==> src/design/rlr_pkg.sv <==
// Package for the remote limit, lock and result register slice
package rlr_pkg;
	// Command bytes selecting each register
	localparam logic [7:0] CMD_RESULT_MSB = 8'h01;
	localparam logic [7:0] CMD_CONFIG = 8'h03;
	localparam logic [7:0] CMD_HIGH_MSB = 8'h07;
	localparam logic [7:0] CMD_LOW_MSB = 8'h08;
	localparam logic [7:0] CMD_LOCK = 8'h09;
	localparam logic [7:0] CMD_RESULT_LSB = 8'h10;
	localparam logic [7:0] CMD_HIGH_LSB = 8'h13;
	localparam logic [7:0] CMD_LOW_LSB = 8'h14;
	// Values after reset
	localparam logic [7:0] HIGH_MSB_RST = 8'h50;
	localparam logic [7:0] LOW_MSB_RST = 8'h00;
	localparam logic [3:0] LIMIT_LSB_RST = 4'h0;
	localparam logic [7:0] RESULT_RST = 8'h00;
	localparam logic [4:0] LOCK_RST = 5'h00;
	localparam logic INT_EN_RST = 1'b1;
	// Field positions
	localparam int CFG_IE_BIT = 7;
	localparam int CFG_SHUTDOWN_SELECT_BIT = 6;
	localparam int CFG_RST_BIT = 0;
	localparam int LOCK_WIDTH = 5;
	// Bits in one serial byte, counted by scl rising edges
	localparam logic [3:0] BITS_PER_BYTE = 4'h8;

	typedef struct packed {
		logic warm_reset_lockout;
		logic shutdown_lockout;
		logic diode_fault_lock;
		logic remote_overtemp_lock;
		logic local_overtemp_lock;
	} rlr_lock_t;

	typedef struct packed {
		logic [7:0] whole;
		logic [3:0] frac;
	} rlr_result_t;

	typedef enum logic [8:0] {
		ST_IDLE = 9'h001,
		ST_ADDR = 9'h002,
		ST_ACK_ADDR = 9'h004,
		ST_CMD = 9'h008,
		ST_ACK_CMD = 9'h010,
		ST_WDATA = 9'h020,
		ST_ACK_W = 9'h040,
		ST_RDATA = 9'h080,
		ST_ACK_R = 9'h100
	} rlr_state_t;
endpackage

==> src/design/rlr_regs.sv <==
// Two-wire register slave with remote limits, security lock and coherent result word
`timescale 1ns/1ns
`default_nettype none

// Contract
// - Remote high limit high byte is read/write, 0x50 after reset.
// - Remote low limit high byte is read/write, zero after reset.
// - Limit high bytes are whole degrees in two's complement.
// - Writing a limit register purges that limit's fault queue.
// - Security register is 5 bits; lock bits take only one write.
// - Warm reset lockout set makes the software reset bit ignored.
// - Shutdown lockout set refuses requests to enter shutdown.
// - Diode fault lock bit locks the diode fault event.
// - Remote over-temperature lock bit locks that event.
// - Local over-temperature lock bit locks that event; clear after reset.
// - Result low byte is read-only, fraction in upper nibble, low nibble zero.
// - Fraction step is one sixteenth degree, bit four as its weight.
// - Word read of command 0x01 returns result high then low byte.
// - Both bytes of that word come from one conversion.
// - Only the result high byte supports word reads.
// - Result low byte reads zero until the first conversion completes.
// - Software reset bit restores all defaults unless warm reset locked.
// - Shutdown select: zero normal operation, one low-power shutdown.
module rlr_regs #(
	parameter logic [6:0] SLAVE_ADDR = 7'h2a // Arbitrary value
) (
	input wire logic core_clk_i,
	input wire logic rst_i,
	input wire logic scl_i,
	input wire logic sda_i,
	output logic sda_o,
	output logic sda_oe_o,
	input wire logic conv_done_i,
	input wire rlr_pkg::rlr_result_t result_i,
	output logic fq_purge_high_o,
	output logic fq_purge_low_o,
	output logic fq_purge_all_o,
	output logic remote_high_hit_o,
	output logic remote_low_hit_o,
	output rlr_pkg::rlr_lock_t lock_o,
	output logic shutdown_o,
	output logic int_enable_o,
	output logic sw_reset_o
);
	import rlr_pkg::*;

	////////////////////////////////////////////////////////////////////
	logic [1:0] scl_sync_reg;
	logic [1:0] sda_sync_reg;
	logic scl_prev_reg;
	logic sda_prev_reg;
	rlr_state_t state_reg;
	logic [3:0] bit_cnt_reg;
	logic [7:0] shift_reg;
	logic [7:0] tx_reg;
	logic [7:0] ptr_reg;
	logic rw_reg;
	logic word_phase_reg;
	logic master_ack_reg;
	logic [7:0] snap_lsb_reg;
	logic wr_en;
	logic [7:0] high_msb_reg;
	logic [7:0] low_msb_reg;
	logic [3:0] high_lsb_reg;
	logic [3:0] low_lsb_reg;
	logic [7:0] result_msb_reg;
	logic [7:0] result_lsb_reg;
	logic lock_written_reg;
	logic soft_rst_reg;
	logic srst;
	logic scl_rise;
	logic scl_fall;
	logic start_seen;
	logic stop_seen;
	logic byte_done;
	logic [11:0] result_word;
	logic [11:0] high_thresh;
	logic [11:0] low_thresh;
	logic [7:0] rd_byte;

	function automatic logic [7:0] read_byte(input logic [7:0] cmd);
		case (cmd)
			CMD_RESULT_MSB: read_byte = result_msb_reg;
			CMD_CONFIG: read_byte = {int_enable_o, shutdown_o, 6'h00};
			CMD_HIGH_MSB: read_byte = high_msb_reg;
			CMD_LOW_MSB: read_byte = low_msb_reg;
			CMD_LOCK: read_byte = {3'h0, lock_o};
			CMD_RESULT_LSB: read_byte = result_lsb_reg;
			CMD_HIGH_LSB: read_byte = {high_lsb_reg, 4'h0};
			CMD_LOW_LSB: read_byte = {low_lsb_reg, 4'h0};
			default: read_byte = 8'h00;
		endcase
	endfunction
	always_comb rd_byte = read_byte(ptr_reg);

	////////////////////////////////////////////////////////////////////
	// Pins cross in through two flops; edges are seen on the second only
	always_ff @(posedge core_clk_i) begin
		if (rst_i) begin
			scl_sync_reg <= 2'h3;
			sda_sync_reg <= 2'h3;
			scl_prev_reg <= 1'b1;
			sda_prev_reg <= 1'b1;
		end else begin
			scl_sync_reg <= {scl_sync_reg[0], scl_i};
			sda_sync_reg <= {sda_sync_reg[0], sda_i};
			scl_prev_reg <= scl_sync_reg[1];
			sda_prev_reg <= sda_sync_reg[1];
		end
	end

	assign scl_rise = scl_sync_reg[1] && !scl_prev_reg;
	assign scl_fall = !scl_sync_reg[1] && scl_prev_reg;
	assign start_seen = scl_sync_reg[1] && scl_prev_reg && sda_prev_reg && !sda_sync_reg[1];
	assign stop_seen = scl_sync_reg[1] && scl_prev_reg && !sda_prev_reg && sda_sync_reg[1];
	assign byte_done = scl_fall && (bit_cnt_reg == BITS_PER_BYTE);
	assign wr_en = byte_done && (state_reg == ST_WDATA);
	assign srst = rst_i || soft_rst_reg;

	////////////////////////////////////////////////////////////////////
	// Serial protocol engine; data moves only while scl is low
	always_ff @(posedge core_clk_i) begin
		sda_o <= 1'b0;
		if (rst_i) begin
			state_reg <= ST_IDLE;
			bit_cnt_reg <= 4'h0;
			shift_reg <= 8'h00;
			tx_reg <= 8'h00;
			ptr_reg <= 8'h00;
			rw_reg <= 1'b0;
			word_phase_reg <= 1'b0;
			master_ack_reg <= 1'b0;
			snap_lsb_reg <= RESULT_RST;
			sda_oe_o <= 1'b0;
		end else if (start_seen) begin
			state_reg <= ST_ADDR;
			bit_cnt_reg <= 4'h0;
			word_phase_reg <= 1'b0;
			sda_oe_o <= 1'b0;
		end else if (stop_seen) begin
			state_reg <= ST_IDLE;
			sda_oe_o <= 1'b0;
		end else if (scl_rise) begin
			bit_cnt_reg <= bit_cnt_reg + 4'h1;
			shift_reg <= {shift_reg[6:0], sda_sync_reg[1]};
			master_ack_reg <= !sda_sync_reg[1];
		end else if (scl_fall) begin
			case (state_reg)
				ST_ADDR: begin
					if (byte_done && shift_reg[7:1] == SLAVE_ADDR) begin
						rw_reg <= shift_reg[0];
						sda_oe_o <= 1'b1;
						state_reg <= ST_ACK_ADDR;
					end else if (byte_done) begin
						state_reg <= ST_IDLE;
					end
				end
				ST_ACK_ADDR: begin
					bit_cnt_reg <= 4'h0;
					if (rw_reg) begin
						// Low byte caught with the high byte: one conversion
						snap_lsb_reg <= result_lsb_reg;
						sda_oe_o <= !rd_byte[7];
						tx_reg <= {rd_byte[6:0], 1'b0};
						state_reg <= ST_RDATA;
					end else begin
						sda_oe_o <= 1'b0;
						state_reg <= ST_CMD;
					end
				end
				ST_CMD: begin
					if (byte_done) begin
						ptr_reg <= shift_reg;
						sda_oe_o <= 1'b1;
						state_reg <= ST_ACK_CMD;
					end
				end
				ST_ACK_CMD: begin
					bit_cnt_reg <= 4'h0;
					sda_oe_o <= 1'b0;
					state_reg <= ST_WDATA;
				end
				ST_WDATA: begin
					if (byte_done) begin
						sda_oe_o <= 1'b1;
						state_reg <= ST_ACK_W;
					end
				end
				ST_ACK_W: begin
					// Single byte writes only; later bytes go unacknowledged
					sda_oe_o <= 1'b0;
					state_reg <= ST_IDLE;
				end
				ST_RDATA: begin
					if (byte_done) begin
						sda_oe_o <= 1'b0;
						state_reg <= ST_ACK_R;
					end else begin
						sda_oe_o <= !tx_reg[7];
						tx_reg <= {tx_reg[6:0], 1'b0};
					end
				end
				ST_ACK_R: begin
					bit_cnt_reg <= 4'h0;
					if (master_ack_reg && !word_phase_reg && ptr_reg == CMD_RESULT_MSB) begin
						word_phase_reg <= 1'b1;
						sda_oe_o <= !snap_lsb_reg[7];
						tx_reg <= {snap_lsb_reg[6:0], 1'b0};
						state_reg <= ST_RDATA;
					end else begin
						sda_oe_o <= 1'b0;
						state_reg <= ST_IDLE;
					end
				end
				default: begin
					sda_oe_o <= 1'b0;
					state_reg <= ST_IDLE;
				end
			endcase
		end
	end

	////////////////////////////////////////////////////////////////////
	// Limit registers and fault queue purge strobes
	always_ff @(posedge core_clk_i) begin
		if (srst) begin
			high_msb_reg <= HIGH_MSB_RST;
			low_msb_reg <= LOW_MSB_RST;
			high_lsb_reg <= LIMIT_LSB_RST;
			low_lsb_reg <= LIMIT_LSB_RST;
			fq_purge_high_o <= 1'b0;
			fq_purge_low_o <= 1'b0;
		end else begin
			if (wr_en && ptr_reg == CMD_HIGH_MSB)
				high_msb_reg <= shift_reg;
			if (wr_en && ptr_reg == CMD_LOW_MSB)
				low_msb_reg <= shift_reg;
			if (wr_en && ptr_reg == CMD_HIGH_LSB)
				high_lsb_reg <= shift_reg[7:4];
			if (wr_en && ptr_reg == CMD_LOW_LSB)
				low_lsb_reg <= shift_reg[7:4];
			fq_purge_high_o <= wr_en && (ptr_reg == CMD_HIGH_MSB || ptr_reg == CMD_HIGH_LSB);
			fq_purge_low_o <= wr_en && (ptr_reg == CMD_LOW_MSB || ptr_reg == CMD_LOW_LSB);
		end
	end

	////////////////////////////////////////////////////////////////////
	// Configuration and security lock
	always_ff @(posedge core_clk_i) begin
		if (srst) begin
			lock_o <= LOCK_RST;
			lock_written_reg <= 1'b0;
			shutdown_o <= 1'b0;
			int_enable_o <= INT_EN_RST;
			soft_rst_reg <= 1'b0;
			fq_purge_all_o <= 1'b0;
		end else begin
			// Upper three bits are dropped; they read back as zero
			if (wr_en && ptr_reg == CMD_LOCK && !lock_written_reg) begin
				lock_o <= shift_reg[LOCK_WIDTH-1:0];
				lock_written_reg <= 1'b1;
			end
			if (wr_en && ptr_reg == CMD_CONFIG) begin
				int_enable_o <= shift_reg[CFG_IE_BIT];
				// A locked device may leave shutdown but never enter it
				if (!(lock_o.shutdown_lockout && shift_reg[CFG_SHUTDOWN_SELECT_BIT]))
					shutdown_o <= shift_reg[CFG_SHUTDOWN_SELECT_BIT];
			end
			soft_rst_reg <= wr_en && ptr_reg == CMD_CONFIG && shift_reg[CFG_RST_BIT]
				&& !lock_o.warm_reset_lockout;
			fq_purge_all_o <= wr_en && ptr_reg == CMD_CONFIG;
		end
	end

	assign sw_reset_o = soft_rst_reg;

	////////////////////////////////////////////////////////////////////
	// Result capture and threshold compare
	always_ff @(posedge core_clk_i) begin
		if (srst) begin
			result_msb_reg <= RESULT_RST;
			result_lsb_reg <= RESULT_RST;
		end else if (conv_done_i) begin
			result_msb_reg <= result_i.whole;
			result_lsb_reg <= {result_i.frac, 4'h0};
		end
	end

	assign result_word = {result_msb_reg, result_lsb_reg[7:4]};
	assign high_thresh = {high_msb_reg, high_lsb_reg};
	assign low_thresh = {low_msb_reg, low_lsb_reg};

	always_ff @(posedge core_clk_i) begin
		if (srst) begin
			remote_high_hit_o <= 1'b0;
			remote_low_hit_o <= 1'b0;
		end else begin
			// Signed compare: whole degrees are two's complement
			remote_high_hit_o <= $signed(result_word) > $signed(high_thresh);
			remote_low_hit_o <= $signed(result_word) < $signed(low_thresh);
		end
	end
endmodule

`default_nettype wire

==> config.mk <==
export PLATFORM = sky130hd
export DESIGN_NAME = rlr_regs
export DESIGN_NICKNAME = d
export VERILOG_FILES = /design/src/design/rlr_pkg.sv /design/src/design/rlr_regs.sv
export SDC_FILE = /design/constraint.sdc
export NUM_CORES = 1
export LEC_CHECK = 0
export BUFFER_PORTS_ARGS = -buffer_cell sky130_fd_sc_hd__buf_2
export CAP_MARGIN = 5
export CORE_UTILIZATION = 42
export DETAILED_ROUTE_END_ITERATION = 8
export GPL_TIMING_DRIVEN = 0
export MAX_ROUTING_LAYER = met4
export SLEW_MARGIN = 0
export SYNTH_ARGS = -nofsm -noshare
export SYNTH_HDL_FRONTEND = slang
export SYNTH_SLANG_ARGS = --single-unit
==> constraint.sdc <==
create_clock -name core_clk_i -period 4.8 [get_ports core_clk_i]
set_input_delay 1.44 -clock core_clk_i [delete_from_list [all_inputs] [get_ports core_clk_i]]
set_output_delay 1.44 -clock core_clk_i [all_outputs]
set_load 0.005 [all_outputs]
==> results of run 1 <==
-- synthesized netlist by cell type (6+ instances only) --
master / count
o21ai_0: 17
a21oi_1: 24
clkbuf_1: 19
nor2b_1: 10
nand3_1: 8
nand2_1: 45
or2_2: 6
a22o_1: 10
nor3_1: 7
inv_1: 34
nor2_1: 86
nand4_1: 8
o21a_1: 6
a31oi_1: 6
mux2_2: 7
ha_1: 28
dfxtp_1: 100
mux2i_1: 65
-- cell families (layout without fill, tap and decap cells) --
logic type | after synthesis | in the layout
and+or+nand+nor | 218 | 218
other | 1 | 1
muxes | 72 | 72
AOI/OAI and AO/OA | 110 | 110
DFF | 100 | 100
adders and majority gates | 28 | 28
buffers and inverters | 62 | 106
xor gates and xnor gates | 3 | 3
-- power groups by stage --
| stage | clock, mW | sequential (mW) | combinational (mW) |
|---|---|---|---|
| 3_3_place_gp | 0 | 0.875 | 0.109 |
| 3_5_place_dp | 0 | 0.875 | 0.111 |
| 2_1_floorplan | 0 | 0.869 | 0.0767 |
| 4_1_cts | 0.676 | 0.856 | 0.112 |
| 5_1_grt | 0.710 | 0.857 | 0.126 |
| 6_report | 0.666 | 0.856 | 0.112 |
-- area by class of cell --
cell class / count / area (um^2) / area share (%)
flip-flops and latches: 100 / 2000 / 34.0
clock inverters: 2 / 12.5 / 0.212
inverters: 35 / 131 / 2.23
well taps: 168 / 210 / 3.57
clock buffers: 12 / 246 / 4.18
multi-input cells: 432 / 3010 / 51.1
plain buffers: 27 / 129 / 2.19
repair buffers: 30 / 150 / 2.55
-- per-stage QoR --
step / utilization [%] / worst slack, ns / std cells
3_3_place_gp: 46.5 / 2.09 / 792
3_5_place_dp: 46.5 / 2.04 / 792
2_1_floorplan: - / 2.53 / 594
4_1_cts: 48.6 / 2.30 / 806
5_1_grt: 48.6 / 2.02 / 806
6_report: 48.6 / 2.27 / 806
-- metal layers --
metal	global-route usage [%]	vias to the layer above	routed length, um
met4	8.74	0	343
met1	32.5	2054	7000
met5	-	-	0
met2	36.8	103	6330
met3	3.99	25	554
li1	-	2189	-
-- how the worst max path moves through the flow --
| stage | start | cells after the start | endpoint |
|---|---|---|---|
| floorplan | conv_done_i | 3 | result_lsb_reg[6]$_SDFFE_PP0P_ |
| finish | ptr_reg[1]$_SDFFE_PP0P_ | 7 | tx_reg[6]$_SDFFE_PP0P_ |
| detailed placement | rst_i | 5 | result_msb_reg[1]$_SDFFE_PP0P_ |
| global route | ptr_reg[1]$_SDFFE_PP0P_ | 7 | tx_reg[6]$_SDFFE_PP0P_ |
| CTS | ptr_reg[1]$_SDFFE_PP0P_ | 7 | tx_reg[6]$_SDFFE_PP0P_ |
| global placement | rst_i | 5 | lock_o[1]$_SDFFE_PP0P_ |
-- worst register-to-register path, stage by stage (launching register included) --
cell       delay (ns)
dfxtp_1          0.32
clkbuf_1         0.39
mux2_2           0.40
o2bb2ai_1        0.16
a2bb2oi_1        0.11
nor3_1           0.59
o21ai_0          0.31
a31oi_1          0.19
==> results.cfg, run 1 <==
[run_status]
status = finished, final reports clean

[pwr]
p_leak_nw = 2.43
p_int_mw = 1.25
p_comb_share_pct = 6.8
peakVddDrop_v = 0.000177
power_switching_share_pct = 23.6
power.total_mw = 1.63
p_per_area_mw_per_mm2 = 277
clkPwrFrac_pct = 40.8
p_sw_mw = 0.386
seq_power_share_pct = 52.4

[clock_tree]
insertion_delay_ns = 0.35
clkTransAtPathRegs_ns = 0.06
hold_buffers = 0
clockBufferDepth = 2
cts_htree_levels = 3
cts_root_buf = clkbuf_16
numCtsBuffers = 9
cts_resized = 0
post-cts-setup-buffers = 0
cts_tree = built
cts.sinks = 100

[die]
num_rows = 40
dieArea_mm2 = 0.0130
die_x_um = 114
start_util_pct = 43.5
core_mm2 = 0.0121
boundaryPins = 32
die_h_um = 114

[synth]
synth_compound_area_share_pct = 14.5
muxShareOfSynthArea_pct = 13.8
synth-main-ff-cell = dfxtp_1
synth_cell_types = 72
synthXorXnorAreaFrac_pct = 0.498
synth_top_family_by_area = simple AND/OR/NAND/NOR gates
ys_seq_elements = 100
yosysSeqAreaShare_pct = 38.0
netlist_instances = 594
netlist_area_mm2 = 0.00527
syn-num-nets = 639
avgSynthCellArea_um2 = 8.88
synth_top_area_share_pct = 38.0
synth_simple_gate_area_share_pct = 21.5
synth_edf_count = 0
synth-adder-area-share_pct = 6.64
synthTopCellsByArea = dfxtp_1, mux2i_1, ha_1, nor2_1, nand2_1
synthArstFlopShare_pct = 0
synth_largest_area_cell = dfxtp_1
yosys_warnings = 0

[timing]
finalCritPeriodShare_pct = 52.8
setup_violations = 0
rsz0062_at_grt = false
whs_ns = 0.411
worst_slew_pin_slew_ns = 0.799
max-slew-margin-rel_pct = 46.7
hold_viol_final = 0
fmax_ghz = 0.395
slew_violations = 0
clock_skew_ns = 0.0135
setup_tns_ns = 0
fin_crit_ns = 2.53

[routing]
wl_per_cell_um = 17.6
vias_per_cell = 5.42
postRouteAntennaNets = 0
drt_iter0_markers = 396
wirelength_um = 14200
drt_first_pass_iters = 4
route.detailed.drc = 0
num_vias = 4371

[critical_path]
path_buf_inv = 1
timing.rr.start = ptr_reg[1]$_SDFFE_PP0P_
r2r_slack_ns = 2.27
r2r_cells = 7
crit_family = compound AO/OA/AOI/OAI gates
critPathKind = flop to flop
crit_arrival_ns = 2.81
slowest_stage = nor3_1
crit_path_end_kind = flop
required_ns = 5.08
worstPathMaxFanout = 10
r2r-end = tx_reg[6]$_SDFFE_PP0P_
worstPathCellList = clkbuf_1, mux2_2, o2bb2ai_1, a2bb2oi_1, nor3_1, o21ai_0, a31oi_1
start_kind = flop
slowest_delay_ns = 0.59

[global_route]
grt_pass1_vias = 4191
grt_max_degree = 15
track_usage_pct = 24.2
grt_antenna_before_repair = 0
overflow = 0
grt_pass1_wl_um = 22900

[placed_design]
routabilityCongestion = 0.932
hpwlAfterDp_um = 10800
place_area_mm2 = 0.00563
port_buffers = 30

[job]
cap_violations = 0

[min_path]
hold_end = sda_sync_reg[1]$_SDFF_PP1_
whs_path_depth = 1
worstHoldPathType = flop to flop
holdCritStartpoint = sda_sync_reg[0]$_SDFF_PP1_

[layout]
syn2layout_area_growth_pct = 11.7
fin_area_mm2 = 0.00589
nFillCells = 1216
drive_gt1_share_pct = 13.0
final_common_cell = dfxtp_1
nets = 680
most-common-layout-cells = dfxtp_1, nor2_1, mux2i_1, nand2_1, inv_1
antenna_cells = 0
largest_reg_flops = 9
Power figures use the tool's default switching activity.
==> run 2: changes to the inputs <==
==> constraint.sdc (replaced) <==
create_clock -name core_clk_i -period 2.4 [get_ports core_clk_i]
set_input_delay 0.72 -clock core_clk_i [delete_from_list [all_inputs] [get_ports core_clk_i]]
set_output_delay 0.72 -clock core_clk_i [all_outputs]
set_load 0.005 [all_outputs]
==> run 2 against run 1 <==
Non-clock buffer count is 6 higher. Cell count is 0.74% higher. Global-route usage hardly changed. Worst hold slack hardly changed. Clock-buffer cell count stayed put. Sequential power is 100% higher. Critical path depth is 1 lower. Total power is 100% higher. First-iteration DRC count is 8.1% lower. Highest routed layer unchanged.
==> results.cfg, run 2 (synthesis gave the netlist of run 1 again) <==
[global_route]
grt_pass1_vias = 4206
track_usage_pct = 24.3
grt_pass1_wl_um = 22900
overflow = 0
grt_antenna_before_repair = 0
grt_max_degree = 15

[die]
dieArea_mm2 = 0.0130
num_rows = 40
start_util_pct = 43.5
boundaryPins = 32
die_h_um = 114
core_mm2 = 0.0121
die_x_um = 114

[timing]
fin_crit_ns = 2.30
hold_viol_final = 0
setup_tns_ns = 0
worst_slew_pin_slew_ns = 0.799
fin_ws_ns = 0.102
fmax_ghz = 0.435
max-slew-margin-rel_pct = 46.7
slew_violations = 0
setup_violations = 0
finalCritPeriodShare_pct = 95.8
clock_skew_ns = 0.0112

[routing]
wirelength_um = 14200
drt_iter0_markers = 364
vias_per_cell = 5.49
num_vias = 4458
drt_first_pass_iters = 7
route.detailed.drc = 0
wl_per_cell_um = 17.5
postRouteAntennaNets = 0

[clock_tree]
cts_root_buf = clkbuf_16
hold_buffers = 0
numCtsBuffers = 9
insertion_delay_ns = 0.35
cts_tree = built
clockBufferDepth = 2
clkTransAtPathRegs_ns = 0.06
cts.sinks = 100
cts_htree_levels = 3

[pwr]
p_leak_nw = 2.49
p_per_area_mw_per_mm2 = 547
peakVddDrop_v = 0.000355

[placed_design]
placed_cells = 792
hpwlAfterDp_um = 10800
port_buffers = 30
routabilityCongestion = 0.932
dp_slack_ns = -0.0707

[critical_path]
r2r_cells = 6
crit_family = simple AND/OR/NAND/NOR gates
setup.worst_path.start = ptr_reg[4]$_SDFFE_PP0P_
worstPathCellList = buf_2, or4_4, nor3_2, nand3_1, a41oi_1, o221a_2
critPathKind = flop to flop
timing.rr.start = ptr_reg[4]$_SDFFE_PP0P_
required_ns = 2.69
crit_cells = 6
slowest_stage = or4_4
worstPathMaxFanout = 8
path_buf_inv = 1
slowest_delay_ns = 0.58
start_kind = flop
crit_path_end_kind = flop
crit_arrival_ns = 2.59

[layout]
largest_reg_flops = 9
stdcell_count = 812
nets = 686
drive_gt1_share_pct = 14.8
syn2layout_area_growth_pct = 13.5
most-common-layout-cells = dfxtp_1, nor2_1, mux2i_1, nand2_1, inv_1
final_common_cell = dfxtp_1
antenna_cells = 0

[min_path]
worstHoldPathType = flop to flop
holdCritStartpoint = sda_sync_reg[0]$_SDFF_PP1_
whs_path_depth = 1

[run_status]
status = finished, final reports clean

[job]
cap_violations = 0
[run 2: cell count changes in the layout (fill, tap and decap cells not counted), moves of 2 or more]
cell and delta:
buf_4 +6, clkbuf_1 -3, clkbuf_2 +3, nor4_1 -2
[run 2: final timing paths]
| path | endpoint | slack [ns] |
|---|---|---|
| setup / recovery | tx_reg[5]$_SDFFE_PP0P_ | 0.10 |
| hold / removal | sda_sync_reg[1]$_SDFF_PP1_ | 0.41 |
| setup reg to reg | tx_reg[5]$_SDFFE_PP0P_ | 0.10 |
| hold reg to reg | sda_sync_reg[1]$_SDFF_PP1_ | 0.41 |
[run 2: area by class of cell]
type | count | area (um^2)
flip-flops and latches | 100 | 2000
fillers | 1209 | 6130
well taps | 168 | 210
inverters | 35 | 131
clock buffers | 12 | 246
plain buffers | 27 | 133
multi-input cells | 432 | 3050
clock inverters | 2 | 12.5
repair buffers | 36 | 195
[run 2: per-layer routing]
metal  global-route usage, %  part of all wire (%)  vias up
li1                        -                     -     2201
met1                    32.5                    49     2114
met2                    37.0                    45      116
met3                    3.99                   4.3       27
met4                    8.92                   2.3        0
met5                       -                     0        -
[run 2: report_power, final]
part           switching [mW]  leakage [nW]  internal, mW
combinational           0.131          1.56        0.0990
clock                   0.609         0.125         0.719
sequential             0.0298         0.810          1.68
[run 2: timing repair]
action                     in CTS  in global routing
setup buffers                   0                  6
pin swaps                       1                  5
resized for setup               1                 12
setup endpoints to repair       3                 35
[run 2: worst register-to-register path: stages (launching register included)]
cell	delay, ns
dfxtp_1	0.30
buf_2	0.17
or4_4	0.58
nor3_2	0.45
nand3_1	0.18
a41oi_1	0.33
o221a_2	0.23
[run 2: per-stage QoR]
step,cell area [um^2],total power [mW],utilization [%],hold slack [ns]
after floorplan,5270,1.89,-,0.389
after global placement,5630,1.97,46.5,0.391
after detailed placement,5630,1.97,46.5,0.400
after CTS,5900,3.29,48.7,0.415
after global routing,5980,3.39,49.4,0.433
final,5980,3.27,49.4,0.411
